--- src/design/sac_pkg.sv ---
// Function
// - conversions run only while enable is set; clearing enable stops them
// - reference select reaches the converter whether enabled or not
// - ten-bit result split over two bytes, right aligned unless left adjust set
// - software reads low byte before high byte; low read freezes both bytes
// - result finishing while frozen is dropped, both bytes unchanged
// - reading high byte unfreezes the result bytes
// - completion flag rises on every completion, dropped result included
// - writing start begins one conversion; bit reads set until completion
// - channel change during conversion applies only after it completes
// - auto trigger enable lets selected hardware trigger start conversions
// - rising trigger edge restarts the prescaler and starts a conversion
// - trigger still high at completion starts nothing; only a new edge
// - trigger edges during a conversion are dropped, never queued
// - source flags set even when masked; software clears them between triggers
// - completion flag as trigger gives back-to-back runs after first start, single ended channels only
// - start write works with auto trigger; start reads one while busy
// - channel field picks eleven pins, ground or bandgap, single ended
// - two differential pairs with gain five, ten, twenty or forty
// - normal conversion thirteen converter clocks, first after enable 25
// - completion stores result unless frozen, sets flag and, outside free running, clears start together
// - prescaler counts while enabled, held in reset while disabled
package sac_pkg;

   // register byte offsets
   localparam logic [7:0] SAC_OFF_CHREF = 8'h00;
   localparam logic [7:0] SAC_OFF_CTLA  = 8'h04;
   localparam logic [7:0] SAC_OFF_CTLB  = 8'h08;
   localparam logic [7:0] SAC_OFF_RLOW  = 8'h0C;
   localparam logic [7:0] SAC_OFF_RHIGH = 8'h10;

   // channel_reference_register fields
   localparam int CR_CH_LSB  = 0;
   localparam int CR_LADJ    = 5;
   localparam int CR_REF_LSB = 6;

   // converter_control_a fields
   localparam int CA_PS_LSB = 0;
   localparam int CA_IE     = 3;
   localparam int CA_FLAG   = 4;
   localparam int CA_ATE    = 5;
   localparam int CA_START  = 6;
   localparam int CA_EN     = 7;

   // converter_control_b fields
   localparam int CB_TS_LSB   = 0;
   localparam int CB_GAIN_LSB = 4;

   // converter clock counts per conversion (13 and 25)
   localparam logic [4:0] SAC_NORMAL_CYC = 5'h0D;
   localparam logic [4:0] SAC_FIRST_CYC  = 5'h19;

   // trigger source 0 is the completion flag itself
   localparam logic [2:0] SAC_TS_FREE = 3'h0;

   // channel codes; 0 to 10 are the pins
   localparam logic [3:0] SAC_CH_DIFF0   = 4'hB;
   localparam logic [3:0] SAC_CH_DIFF1   = 4'hC;
   localparam logic [3:0] SAC_CH_BANDGAP = 4'hE;
   localparam logic [3:0] SAC_CH_GND     = 4'hF;

   typedef enum logic [1:0] {
      SAC_ST_IDLE = 2'b00,
      SAC_ST_WAIT = 2'b01,
      SAC_ST_CONV = 2'b10
   } sac_state_t;

   typedef struct packed {
      sac_state_t st;
      logic [4:0] cnt;
      logic       first;
      logic       en;
      logic       ate;
      logic       ie;
      logic [2:0] ps;
      logic [3:0] chan;
      logic       ladj;
      logic [1:0] refs;
      logic [2:0] tsel;
      logic [1:0] gain;
      logic [9:0] res;
      logic       lock;
      logic       flag;
      logic       trig_prev;
      logic [3:0] act_ch;
      logic [1:0] act_ref;
      logic [1:0] act_gain;
      logic       start_p;
      logic       ack;
      logic [7:0] dat;
   } sac_regs_t;

   typedef struct packed {
      logic [7:0] cnt;
      logic       tick;
   } sac_psc_t;

   localparam sac_regs_t SAC_REGS_RST = '{st: SAC_ST_IDLE, first: 1'b1, default: '0};
   localparam sac_psc_t  SAC_PSC_RST  = '{default: '0};

endpackage

--- src/design/sac_presc_if.sv ---
`timescale 1ns/1ps
interface sac_presc_if;
   logic       enable;
   logic       restart;
   logic [2:0] div_sel;
   logic       tick;

   modport ctl (output enable, output restart, output div_sel, input tick);
   modport psc (input enable, input restart, input div_sel, output tick);
endinterface

--- src/design/sac_prescaler.sv ---
`timescale 1ns/1ps
module sac_prescaler
   import sac_pkg::*;
(
   input wire logic clk,
   input wire logic reset,
   sac_presc_if.psc pif
);

   sac_psc_t   q;
   sac_psc_t   n;
   logic [7:0] term;

   // divide by 2 for selects 0 and 1, else 2 to the select
   always_comb begin
      term = (pif.div_sel == 3'h0) ? 8'h01 : (8'h01 << pif.div_sel) - 8'h01;
   end

   // >= so a smaller divider chosen mid-count does not wrap through 255
   always_comb begin
      n      = q;
      n.tick = 1'b0;
      if (!pif.enable || pif.restart) begin
         n.cnt = 8'h00;
      end else if (q.cnt >= term) begin
         n.cnt  = 8'h00;
         n.tick = 1'b1;
      end else begin
         n.cnt = q.cnt + 8'h01;
      end
   end

   always_ff @(posedge clk) begin
      if (reset) begin
         q <= SAC_PSC_RST;
      end else begin
         q <= n;
      end
   end

   assign pif.tick = q.tick;

   held_in_reset_a: assert property (
      @(posedge clk) disable iff (reset)
      !pif.enable |=> (q.cnt == 8'h00) && !pif.tick)
      else $error("prescaler ran while converter disabled");

   restart_gap_a: assert property (
      @(posedge clk) disable iff (reset)
      (pif.restart && pif.enable) |=> !pif.tick [*2])
      else $error("tick too soon after prescaler restart");

endmodule

--- src/design/sac_top.sv ---
// Chosen here: the Wishbone register port and the address map.
`timescale 1ns/1ps
module sac_top
   import sac_pkg::*;
(
   input  wire logic        clk,
   input  wire logic        reset,
   input  wire logic        wb_cyc_i,
   input  wire logic        wb_stb_i,
   input  wire logic        wb_we_i,
   input  wire logic [7:0]  wb_adr_i,
   input  wire logic [3:0]  wb_sel_i,
   input  wire logic [31:0] wb_dat_i,
   output wire logic [31:0] wb_dat_o,
   output wire logic        wb_ack_o,
   input  wire logic [7:0]  trig_in,
   input  wire logic [9:0]  analog_result,
   input  wire logic        vector_taken,
   output wire logic        conv_irq,
   output wire logic        converter_on,
   output wire logic [3:0]  active_channel,
   output wire logic [1:0]  active_reference,
   output wire logic [1:0]  active_gain,
   output wire logic        sample_start,
   output wire logic        conv_busy
);

   sac_regs_t   q;
   sac_regs_t   n;
   sac_presc_if psc ();

   logic       acc;
   logic       wr;
   logic       rd;
   logic       wr_a;
   logic       start_wr;
   logic       en_nxt;
   logic       busy;
   logic       trig_lvl;
   logic       trig_edge;
   logic       trig_go;
   logic       done;
   logic       is_diff;
   logic       free_run;
   logic [4:0] conv_len;
   logic [7:0] res_hi;
   logic [7:0] res_lo;
   logic [7:0] rd_mux;

   // bus decode; one access per request, ack drops the next cycle
   assign acc = wb_cyc_i & wb_stb_i & ~q.ack;
   assign wr  = acc & wb_we_i & wb_sel_i[0];
   assign rd  = acc & ~wb_we_i;

   // control register write and start request
   assign wr_a     = wr && (wb_adr_i == SAC_OFF_CTLA);
   assign start_wr = wr_a && wb_dat_i[CA_START];
   assign en_nxt   = wr_a ? wb_dat_i[CA_EN] : q.en;

   assign busy = (q.st != SAC_ST_IDLE);

   // trigger sources share our clock, so no synchroniser is needed
   assign trig_lvl  = trig_in[q.tsel];
   assign trig_edge = q.ate && (q.tsel != SAC_TS_FREE) && trig_lvl && !q.trig_prev;

   // edges outside idle fall on the floor instead of queueing
   assign trig_go = trig_edge && q.en && !busy;

   // the first run after enable needs extra clocks to settle
   assign conv_len = q.first ? SAC_FIRST_CYC : SAC_NORMAL_CYC;

   assign done = (q.st == SAC_ST_CONV) && psc.tick && (q.cnt == conv_len - 5'h01);

   // amplified pairs cannot chain; the amplifier ends each run
   assign is_diff  = (q.act_ch == SAC_CH_DIFF0) || (q.act_ch == SAC_CH_DIFF1);
   assign free_run = q.ate && (q.tsel == SAC_TS_FREE) && !is_diff;

   // prescaler follows enable and is restarted by a trigger
   assign psc.enable  = q.en;
   assign psc.restart = trig_go;
   assign psc.div_sel = q.ps;

   sac_prescaler u_presc (
      .clk   (clk),
      .reset (reset),
      .pif   (psc)
   );

   // alignment applied at read time, so left adjust acts at once
   assign res_hi = q.ladj ? q.res[9:2] : {6'h00, q.res[9:8]};
   assign res_lo = q.ladj ? {q.res[1:0], 6'h00} : q.res[7:0];

   // read data mux; start bit shows any conversion in flight
   always_comb begin
      case (wb_adr_i)
         SAC_OFF_CHREF: begin
            rd_mux = {q.refs, q.ladj, 1'b0, q.chan};
         end
         SAC_OFF_CTLA: begin
            rd_mux = {q.en, busy, q.ate, q.flag, q.ie, q.ps};
         end
         SAC_OFF_CTLB: begin
            rd_mux = {2'b00, q.gain, 1'b0, q.tsel};
         end
         SAC_OFF_RLOW: begin
            rd_mux = res_lo;
         end
         SAC_OFF_RHIGH: begin
            rd_mux = res_hi;
         end
         default: begin
            rd_mux = 8'h00;
         end
      endcase
   end

   // next state of the whole block
   always_comb begin
      n           = q;
      n.ack       = acc;
      n.start_p   = 1'b0;
      n.trig_prev = trig_lvl;

      // software writes; result bytes are read only
      if (wr) begin
         case (wb_adr_i)
            SAC_OFF_CHREF: begin
               n.chan = wb_dat_i[CR_CH_LSB +: 4];
               n.ladj = wb_dat_i[CR_LADJ];
               n.refs = wb_dat_i[CR_REF_LSB +: 2];
            end
            SAC_OFF_CTLA: begin
               n.en  = wb_dat_i[CA_EN];
               n.ate = wb_dat_i[CA_ATE];
               n.ie  = wb_dat_i[CA_IE];
               n.ps  = wb_dat_i[CA_PS_LSB +: 3];
            end
            SAC_OFF_CTLB: begin
               n.tsel = wb_dat_i[CB_TS_LSB +: 3];
               n.gain = wb_dat_i[CB_GAIN_LSB +: 2];
            end
            default: begin
            end
         endcase
      end

      // low read freezes the pair, high read releases it
      if (rd) begin
         n.dat = rd_mux;
         if (wb_adr_i == SAC_OFF_RLOW) begin
            n.lock = 1'b1;
         end
         if (wb_adr_i == SAC_OFF_RHIGH) begin
            n.lock = 1'b0;
         end
      end

      // flag clears come first so a completion in the same cycle wins
      if (wr_a && wb_dat_i[CA_FLAG]) begin
         n.flag = 1'b0;
      end
      if (vector_taken && q.ie) begin
         n.flag = 1'b0;
      end

      // selections follow software except while converting
      if (q.st != SAC_ST_CONV) begin
         n.act_ch   = q.chan;
         n.act_ref  = q.refs;
         n.act_gain = q.gain;
      end

      // conversion sequencer
      case (q.st)
         SAC_ST_IDLE: begin
            if (trig_go || (start_wr && en_nxt)) begin
               n.st = SAC_ST_WAIT;
            end
         end
         SAC_ST_WAIT: begin
            if (psc.tick) begin
               n.st      = SAC_ST_CONV;
               n.cnt     = 5'h00;
               n.start_p = 1'b1;
            end
         end
         SAC_ST_CONV: begin
            if (done) begin
               n.flag  = 1'b1;
               n.first = 1'b0;
               // selection reopens at completion, else a free run never sees a new channel
               n.act_ch   = q.chan;
               n.act_ref  = q.refs;
               n.act_gain = q.gain;
               if (!q.lock) begin
                  n.res = analog_result;
               end
               if (free_run) begin
                  n.cnt     = 5'h00;
                  n.start_p = 1'b1;
               end else begin
                  n.st = SAC_ST_IDLE;
               end
            end else if (psc.tick) begin
               n.cnt = q.cnt + 5'h01;
            end
         end
         default: begin
            n.st = SAC_ST_IDLE;
         end
      endcase

      // disabling aborts any run and rearms the long first conversion
      if (!en_nxt) begin
         n.st      = SAC_ST_IDLE;
         n.cnt     = 5'h00;
         n.first   = 1'b1;
         n.start_p = 1'b0;
      end
   end

   // single state register
   always_ff @(posedge clk) begin
      if (reset) begin
         q <= SAC_REGS_RST;
      end else begin
         q <= n;
      end
   end

   // outputs
   assign wb_dat_o         = {24'h00_0000, q.dat};
   assign wb_ack_o         = q.ack;
   assign conv_irq         = q.flag & q.ie;
   assign converter_on     = q.en;
   assign active_channel   = q.act_ch;
   assign active_reference = q.act_ref;
   assign active_gain      = q.act_gain;
   assign sample_start     = q.start_p;
   assign conv_busy        = busy;

   // checks on the bus answer

   ack_single_a: assert property (
      @(posedge clk) disable iff (reset)
      wb_ack_o |=> !wb_ack_o)
      else $error("ack held longer than one cycle");

   // checks on the conversion control

   run_needs_en_a: assert property (
      @(posedge clk) disable iff (reset)
      busy |-> q.en)
      else $error("conversion active while disabled");

   frozen_keep_a: assert property (
      @(posedge clk) disable iff (reset)
      (done && q.lock) |=> $stable(q.res))
      else $error("frozen result was overwritten");

   low_read_lock_a: assert property (
      @(posedge clk) disable iff (reset)
      (rd && (wb_adr_i == SAC_OFF_RLOW)) |=> q.lock)
      else $error("low byte read did not freeze result");

   high_read_free_a: assert property (
      @(posedge clk) disable iff (reset)
      (rd && (wb_adr_i == SAC_OFF_RHIGH)) |=> !q.lock)
      else $error("high byte read did not release result");

   flag_on_done_a: assert property (
      @(posedge clk) disable iff (reset)
      done |=> q.flag)
      else $error("completion flag not raised");

   start_clears_a: assert property (
      @(posedge clk) disable iff (reset)
      (done && !free_run && en_nxt) |=> !conv_busy && q.flag)
      else $error("start bit not cleared with the flag");

   chan_hold_a: assert property (
      @(posedge clk) disable iff (reset)
      ((q.st == SAC_ST_CONV) && !done) ##1 (q.st == SAC_ST_CONV) |-> $stable(q.act_ch))
      else $error("channel changed during conversion");

   edge_ignored_a: assert property (
      @(posedge clk) disable iff (reset)
      ((q.st == SAC_ST_CONV) && trig_edge && !done && en_nxt) |=> (q.st == SAC_ST_CONV))
      else $error("trigger edge disturbed a running conversion");

   trig_start_a: assert property (
      @(posedge clk) disable iff (reset)
      (trig_go && en_nxt) |-> psc.restart ##1 (q.st == SAC_ST_WAIT))
      else $error("trigger edge did not start a conversion");

   level_no_start_a: assert property (
      @(posedge clk) disable iff (reset)
      (!busy && trig_lvl && q.trig_prev && !start_wr) |=> !busy)
      else $error("held trigger level started a conversion");

   free_chain_a: assert property (
      @(posedge clk) disable iff (reset)
      (done && free_run && en_nxt) |=> (q.st == SAC_ST_CONV) && (q.cnt == 5'h00) && sample_start)
      else $error("free running conversion did not chain");

   sw_start_a: assert property (
      @(posedge clk) disable iff (reset)
      (start_wr && en_nxt && !busy) |=> (q.st == SAC_ST_WAIT) && conv_busy)
      else $error("start write ignored");

   first_long_a: assert property (
      @(posedge clk) disable iff (reset)
      ((q.st == SAC_ST_CONV) && q.first && psc.tick && (q.cnt < SAC_FIRST_CYC - 5'h01) && en_nxt)
      |=> (q.st == SAC_ST_CONV))
      else $error("first conversion ended early");

   vector_clear_a: assert property (
      @(posedge clk) disable iff (reset)
      (vector_taken && q.ie && !done) |=> !q.flag)
      else $error("vector taken did not clear flag");

   ref_follow_a: assert property (
      @(posedge clk) disable iff (reset)
      (!q.en && !busy) |=> (active_reference == $past(q.refs)))
      else $error("reference not applied while disabled");

   diff_no_chain_a: assert property (
      @(posedge clk) disable iff (reset)
      (done && is_diff) |=> !conv_busy)
      else $error("amplified channel chained a conversion");

   disable_stop_a: assert property (
      @(posedge clk) disable iff (reset)
      !en_nxt |=> !conv_busy && !sample_start)
      else $error("conversion kept running after disable");

   sel_follow_a: assert property (
      @(posedge clk) disable iff (reset)
      (q.st != SAC_ST_CONV) |=> (active_channel == $past(q.chan)))
      else $error("channel selection not followed while idle");

   result_store_a: assert property (
      @(posedge clk) disable iff (reset)
      (done && !q.lock) |=> (q.res == $past(analog_result)))
      else $error("result not stored at completion");

endmodule

--- config.mk ---
export PLATFORM = sky130hd
export DESIGN_NAME = sac_top
export DESIGN_NICKNAME = d
export VERILOG_FILES = /design/src/design/sac_pkg.sv /design/src/design/sac_presc_if.sv /design/src/design/sac_prescaler.sv /design/src/design/sac_top.sv
export SDC_FILE = /design/constraint.sdc
export NUM_CORES = 1
export LEC_CHECK = 0
export ABC_AREA = 1
export BUFFER_PORTS_ARGS = -buffer_cell sky130_fd_sc_hd__clkbuf_2
export CAP_MARGIN = 40
export CORE_ASPECT_RATIO = 0.7
export CORE_MARGIN = 1.5
export CORE_UTILIZATION = 50
export CTS_CLUSTER_DIAMETER = 50
export DETAILED_ROUTE_END_ITERATION = 7
export MAX_ROUTING_LAYER = met4
export PLACE_DENSITY = 0.8
export SLEW_MARGIN = 30
export SYNTH_ARGS = -nofsm -noshare
export SYNTH_HDL_FRONTEND = slang
export SYNTH_SLANG_ARGS = --single-unit
--- constraint.sdc ---
create_clock -name clk -period 2.85 [get_ports clk]
set_clock_uncertainty 0.05 [all_clocks]
set_input_delay 0.4275 -clock clk [delete_from_list [all_inputs] [get_ports clk]]
set_output_delay 0.4275 -clock clk [all_outputs]
set_load 0.02 [all_outputs]
==> run metrics <==
status complete, no violations; most frequent cells in the layout dfxtp_1 (66), inv_1 (62), clkbuf_2 (61); top cell type's share of synthesized area 0.355; Mapped Area 3720 µm²; Flop pwr share 0.499; required time of the critical path 3.07 ns; area grow syn2layout 9.91%; Wirelength per Cell approximately 14 µm; Die Ht about 75 µm; GR Util All Layers 0.243; sequential share of the synthesized area 0.355; CTS tree yes; Ys Warns 0; H-tree Lvls 3; std cell rows 26; largest net degree at the start of global routing 22; Pwr Density 456 nW/µm²; die width 106 µm; number of hold buffers added after CTS 0; Routed Antenna Nets 0; initial DRC count ~270; f_max 451 MHz; VDD IR max 0.000299 V; worst-path fanout max 8; Setup Total Neg Slack 0 ns; antenna cells 0; drt pass-1 iters 8; final hold vios 0; Mapped Avg Cell Area 7.41 µm²; synth top area cells dfxtp_1 (35%), buf_4 (8.3%), a21oi_1 (6.3%); Worst path slowest cell dfxtp_1; global-route wire length before repair 14400 µm; Slew headroom 0.491; Pleak between 1.5 and 2 nW; Max-cap violations 0; DP Area around 3900 µm²; clock power share 0.430; library cells used by synthesis 39; drt drc 0; Total Wirelength 8960 µm; ratio of cells with drive above 1 in the final layout 0.195; Worst-Skew Late Latency 0.34 ns; io pins roughly 110; GRT overflow 0; final-stage net count 630; Slew Limit Fails 0; CTS root buffer clkbuf_8; crit-path max cell delay 0.45 ns; final instance area 4090 µm²; Vias 3420; internal power around 1.4 mW; switching share of power 0.242; Post-synth ARST share 0; dpl hpwl around 6900 µm; Final GP Congestion around 0.91; number of synthesized flops with an enable pin 0; Num CTS Buffers 9; initial antenna violation count 0; Sw Pwr about 450 µW; Yosys reg bits 66; Via-to-Cell Ratio 5.25; Worst EP arrival between 2 and 2.5 ns; RSZ-0062 raised after global routing false; vias in the first global route 3059; clock tree buffer depth 2; cell taking the most area after synthesis dfxtp_1; CTS Sinks 66; Setup Fix Bufs, Post-CTS 0; CP Cell Sequence o21ai_0 > o21bai_1 > ha_1 > a21oi_1 > o21ai_0 > a21oi_1 > nand4_1 > nor2_1; core area 7250 µm²; Worst-Margin Slew between 0.7 and 0.8 ns; die area 7980 µm²; CP Class reg -> reg; Starting Density 0.513; CP Launch Type flop; Clock Pin Slew Worst Setup and Hold Paths 0.07 ns; Port Buffer Count 61; Tmin final 2.22 ns; final cycle utilization of the critical path 0.779; CP endpoint kind flop; Gates resized, CTS repair 0; final setup violation count 0; Comb power frac 0.071; HP Class in -> reg; commonest non-fill, non-tap cell in the layout dfxtp_1; Syn Inst Count 503; Synth Flop Type dfxtp_1; total chip power 1.87 mW
==> metrics by stage <==
stage | std cells | worst slack (ns) | hold WS (ns) | utilization
2_1_floorplan | 526 | 1.10 | 0.389 | -
3_3_place_gp | 636 | 0.791 | 0.406 | 0.536
3_5_place_dp | 636 | 0.670 | 0.413 | 0.536
4_1_cts | 652 | 0.672 | 0.271 | 0.564
5_1_grt | 652 | 0.477 | 0.275 | 0.564
6_report | 652 | 0.631 | 0.288 | 0.564
==> logic make-up after synthesis <==
logic type,after synthesis,share of synthesized area
flip-flops,66,0.355
AND/OR/NAND/NOR,180,0.235
multiplexers,1,0.00269
buffers and inverters,118,0.168
adder cells (fa/ha/maj),13,0.0437
AO/OA/AOI/OAI,114,0.173
other,2,0.00202
XOR/XNOR,9,0.0212
==> final cells by class <==
class                   instances  area (µm²)
fillers                       702        3160
flip-flops and latches         66        1320
clock inverters                 5        52.6
inverters                      67         262
repair buffers                 63         320
well taps                      98         123
clock buffers                  11         151
multi-input cells             342        1860
==> power groups by stage <==
stage	combinational (mW)	sequential, mW	clock, mW
after floorplan	0.113	0.953	0
after global placement	0.128	0.954	0
after detailed placement	0.130	0.954	0
after CTS	0.131	0.933	0.811
after global routing	0.147	0.933	0.862
final	0.132	0.933	0.803
==> sequential cells by signal (all words and copies together), names as in the netlist <==
signal / cells
active_gain: 2
q: 35
sample_start: 1
active_reference: 2
wb_ack_o: 1
u_presc.pif.tick: 1
wb_dat_o: 8
u_presc.q: 8
psc.div_sel: 3
active_channel: 4
converter_on: 1
==> worst paths after layout <==
path | start | end | slack, ns | depth (start not counted)
max | psc.div_sel[1] | u_presc.q[1] | 0.63 | 8
min | analog_result[2] | q[23] | 0.29 | 3
max reg2reg | psc.div_sel[1] | u_presc.q[1] | 0.63 | 8
min reg2reg | q[26] | q[26] | 0.42 | 2
==> layer usage <==
| layer | track usage | vias up | wire (µm) |
|---|---|---|---|
| met4 | 0.0841 | 0 | 104 |
| met1 | 0.309 | 1569 | 4080 |
| met3 | 0.0727 | 13 | 755 |
| met2 | 0.372 | 159 | 4020 |
| met5 | - | - | 0 |
| li1 | - | 1679 | - |
==> cell usage after synthesis (3+ instances only) <==
| cell | n |
|---|---|
| a211oi_1 | 4 |
| a21oi_1 | 47 |
| a21oi_2 | 3 |
| buf_4 | 41 |
| clkbuf_1 | 5 |
| dfxtp_1 | 66 |
| ha_1 | 13 |
| inv_1 | 62 |
| nand2_1 | 59 |
| nand2_4 | 5 |
| nand3_1 | 39 |
| nand4_1 | 5 |
| nor2_1 | 51 |
| nor2_2 | 4 |
| nor2_4 | 4 |
| nor3_1 | 7 |
| o21ai_0 | 46 |
| o22ai_1 | 6 |
| xnor2_1 | 3 |
| xor2_1 | 6 |
==> worst max-delay path: cells and delay by family, from the launching register on <==
kind                       cells  cell delay, ns
AOI/OAI and AO/OA              5            0.76
adders and majority gates      1            0.31
DFF                            1            0.45
and+or+nand+nor                2            0.57
Power figures use the tool's default switching activity.
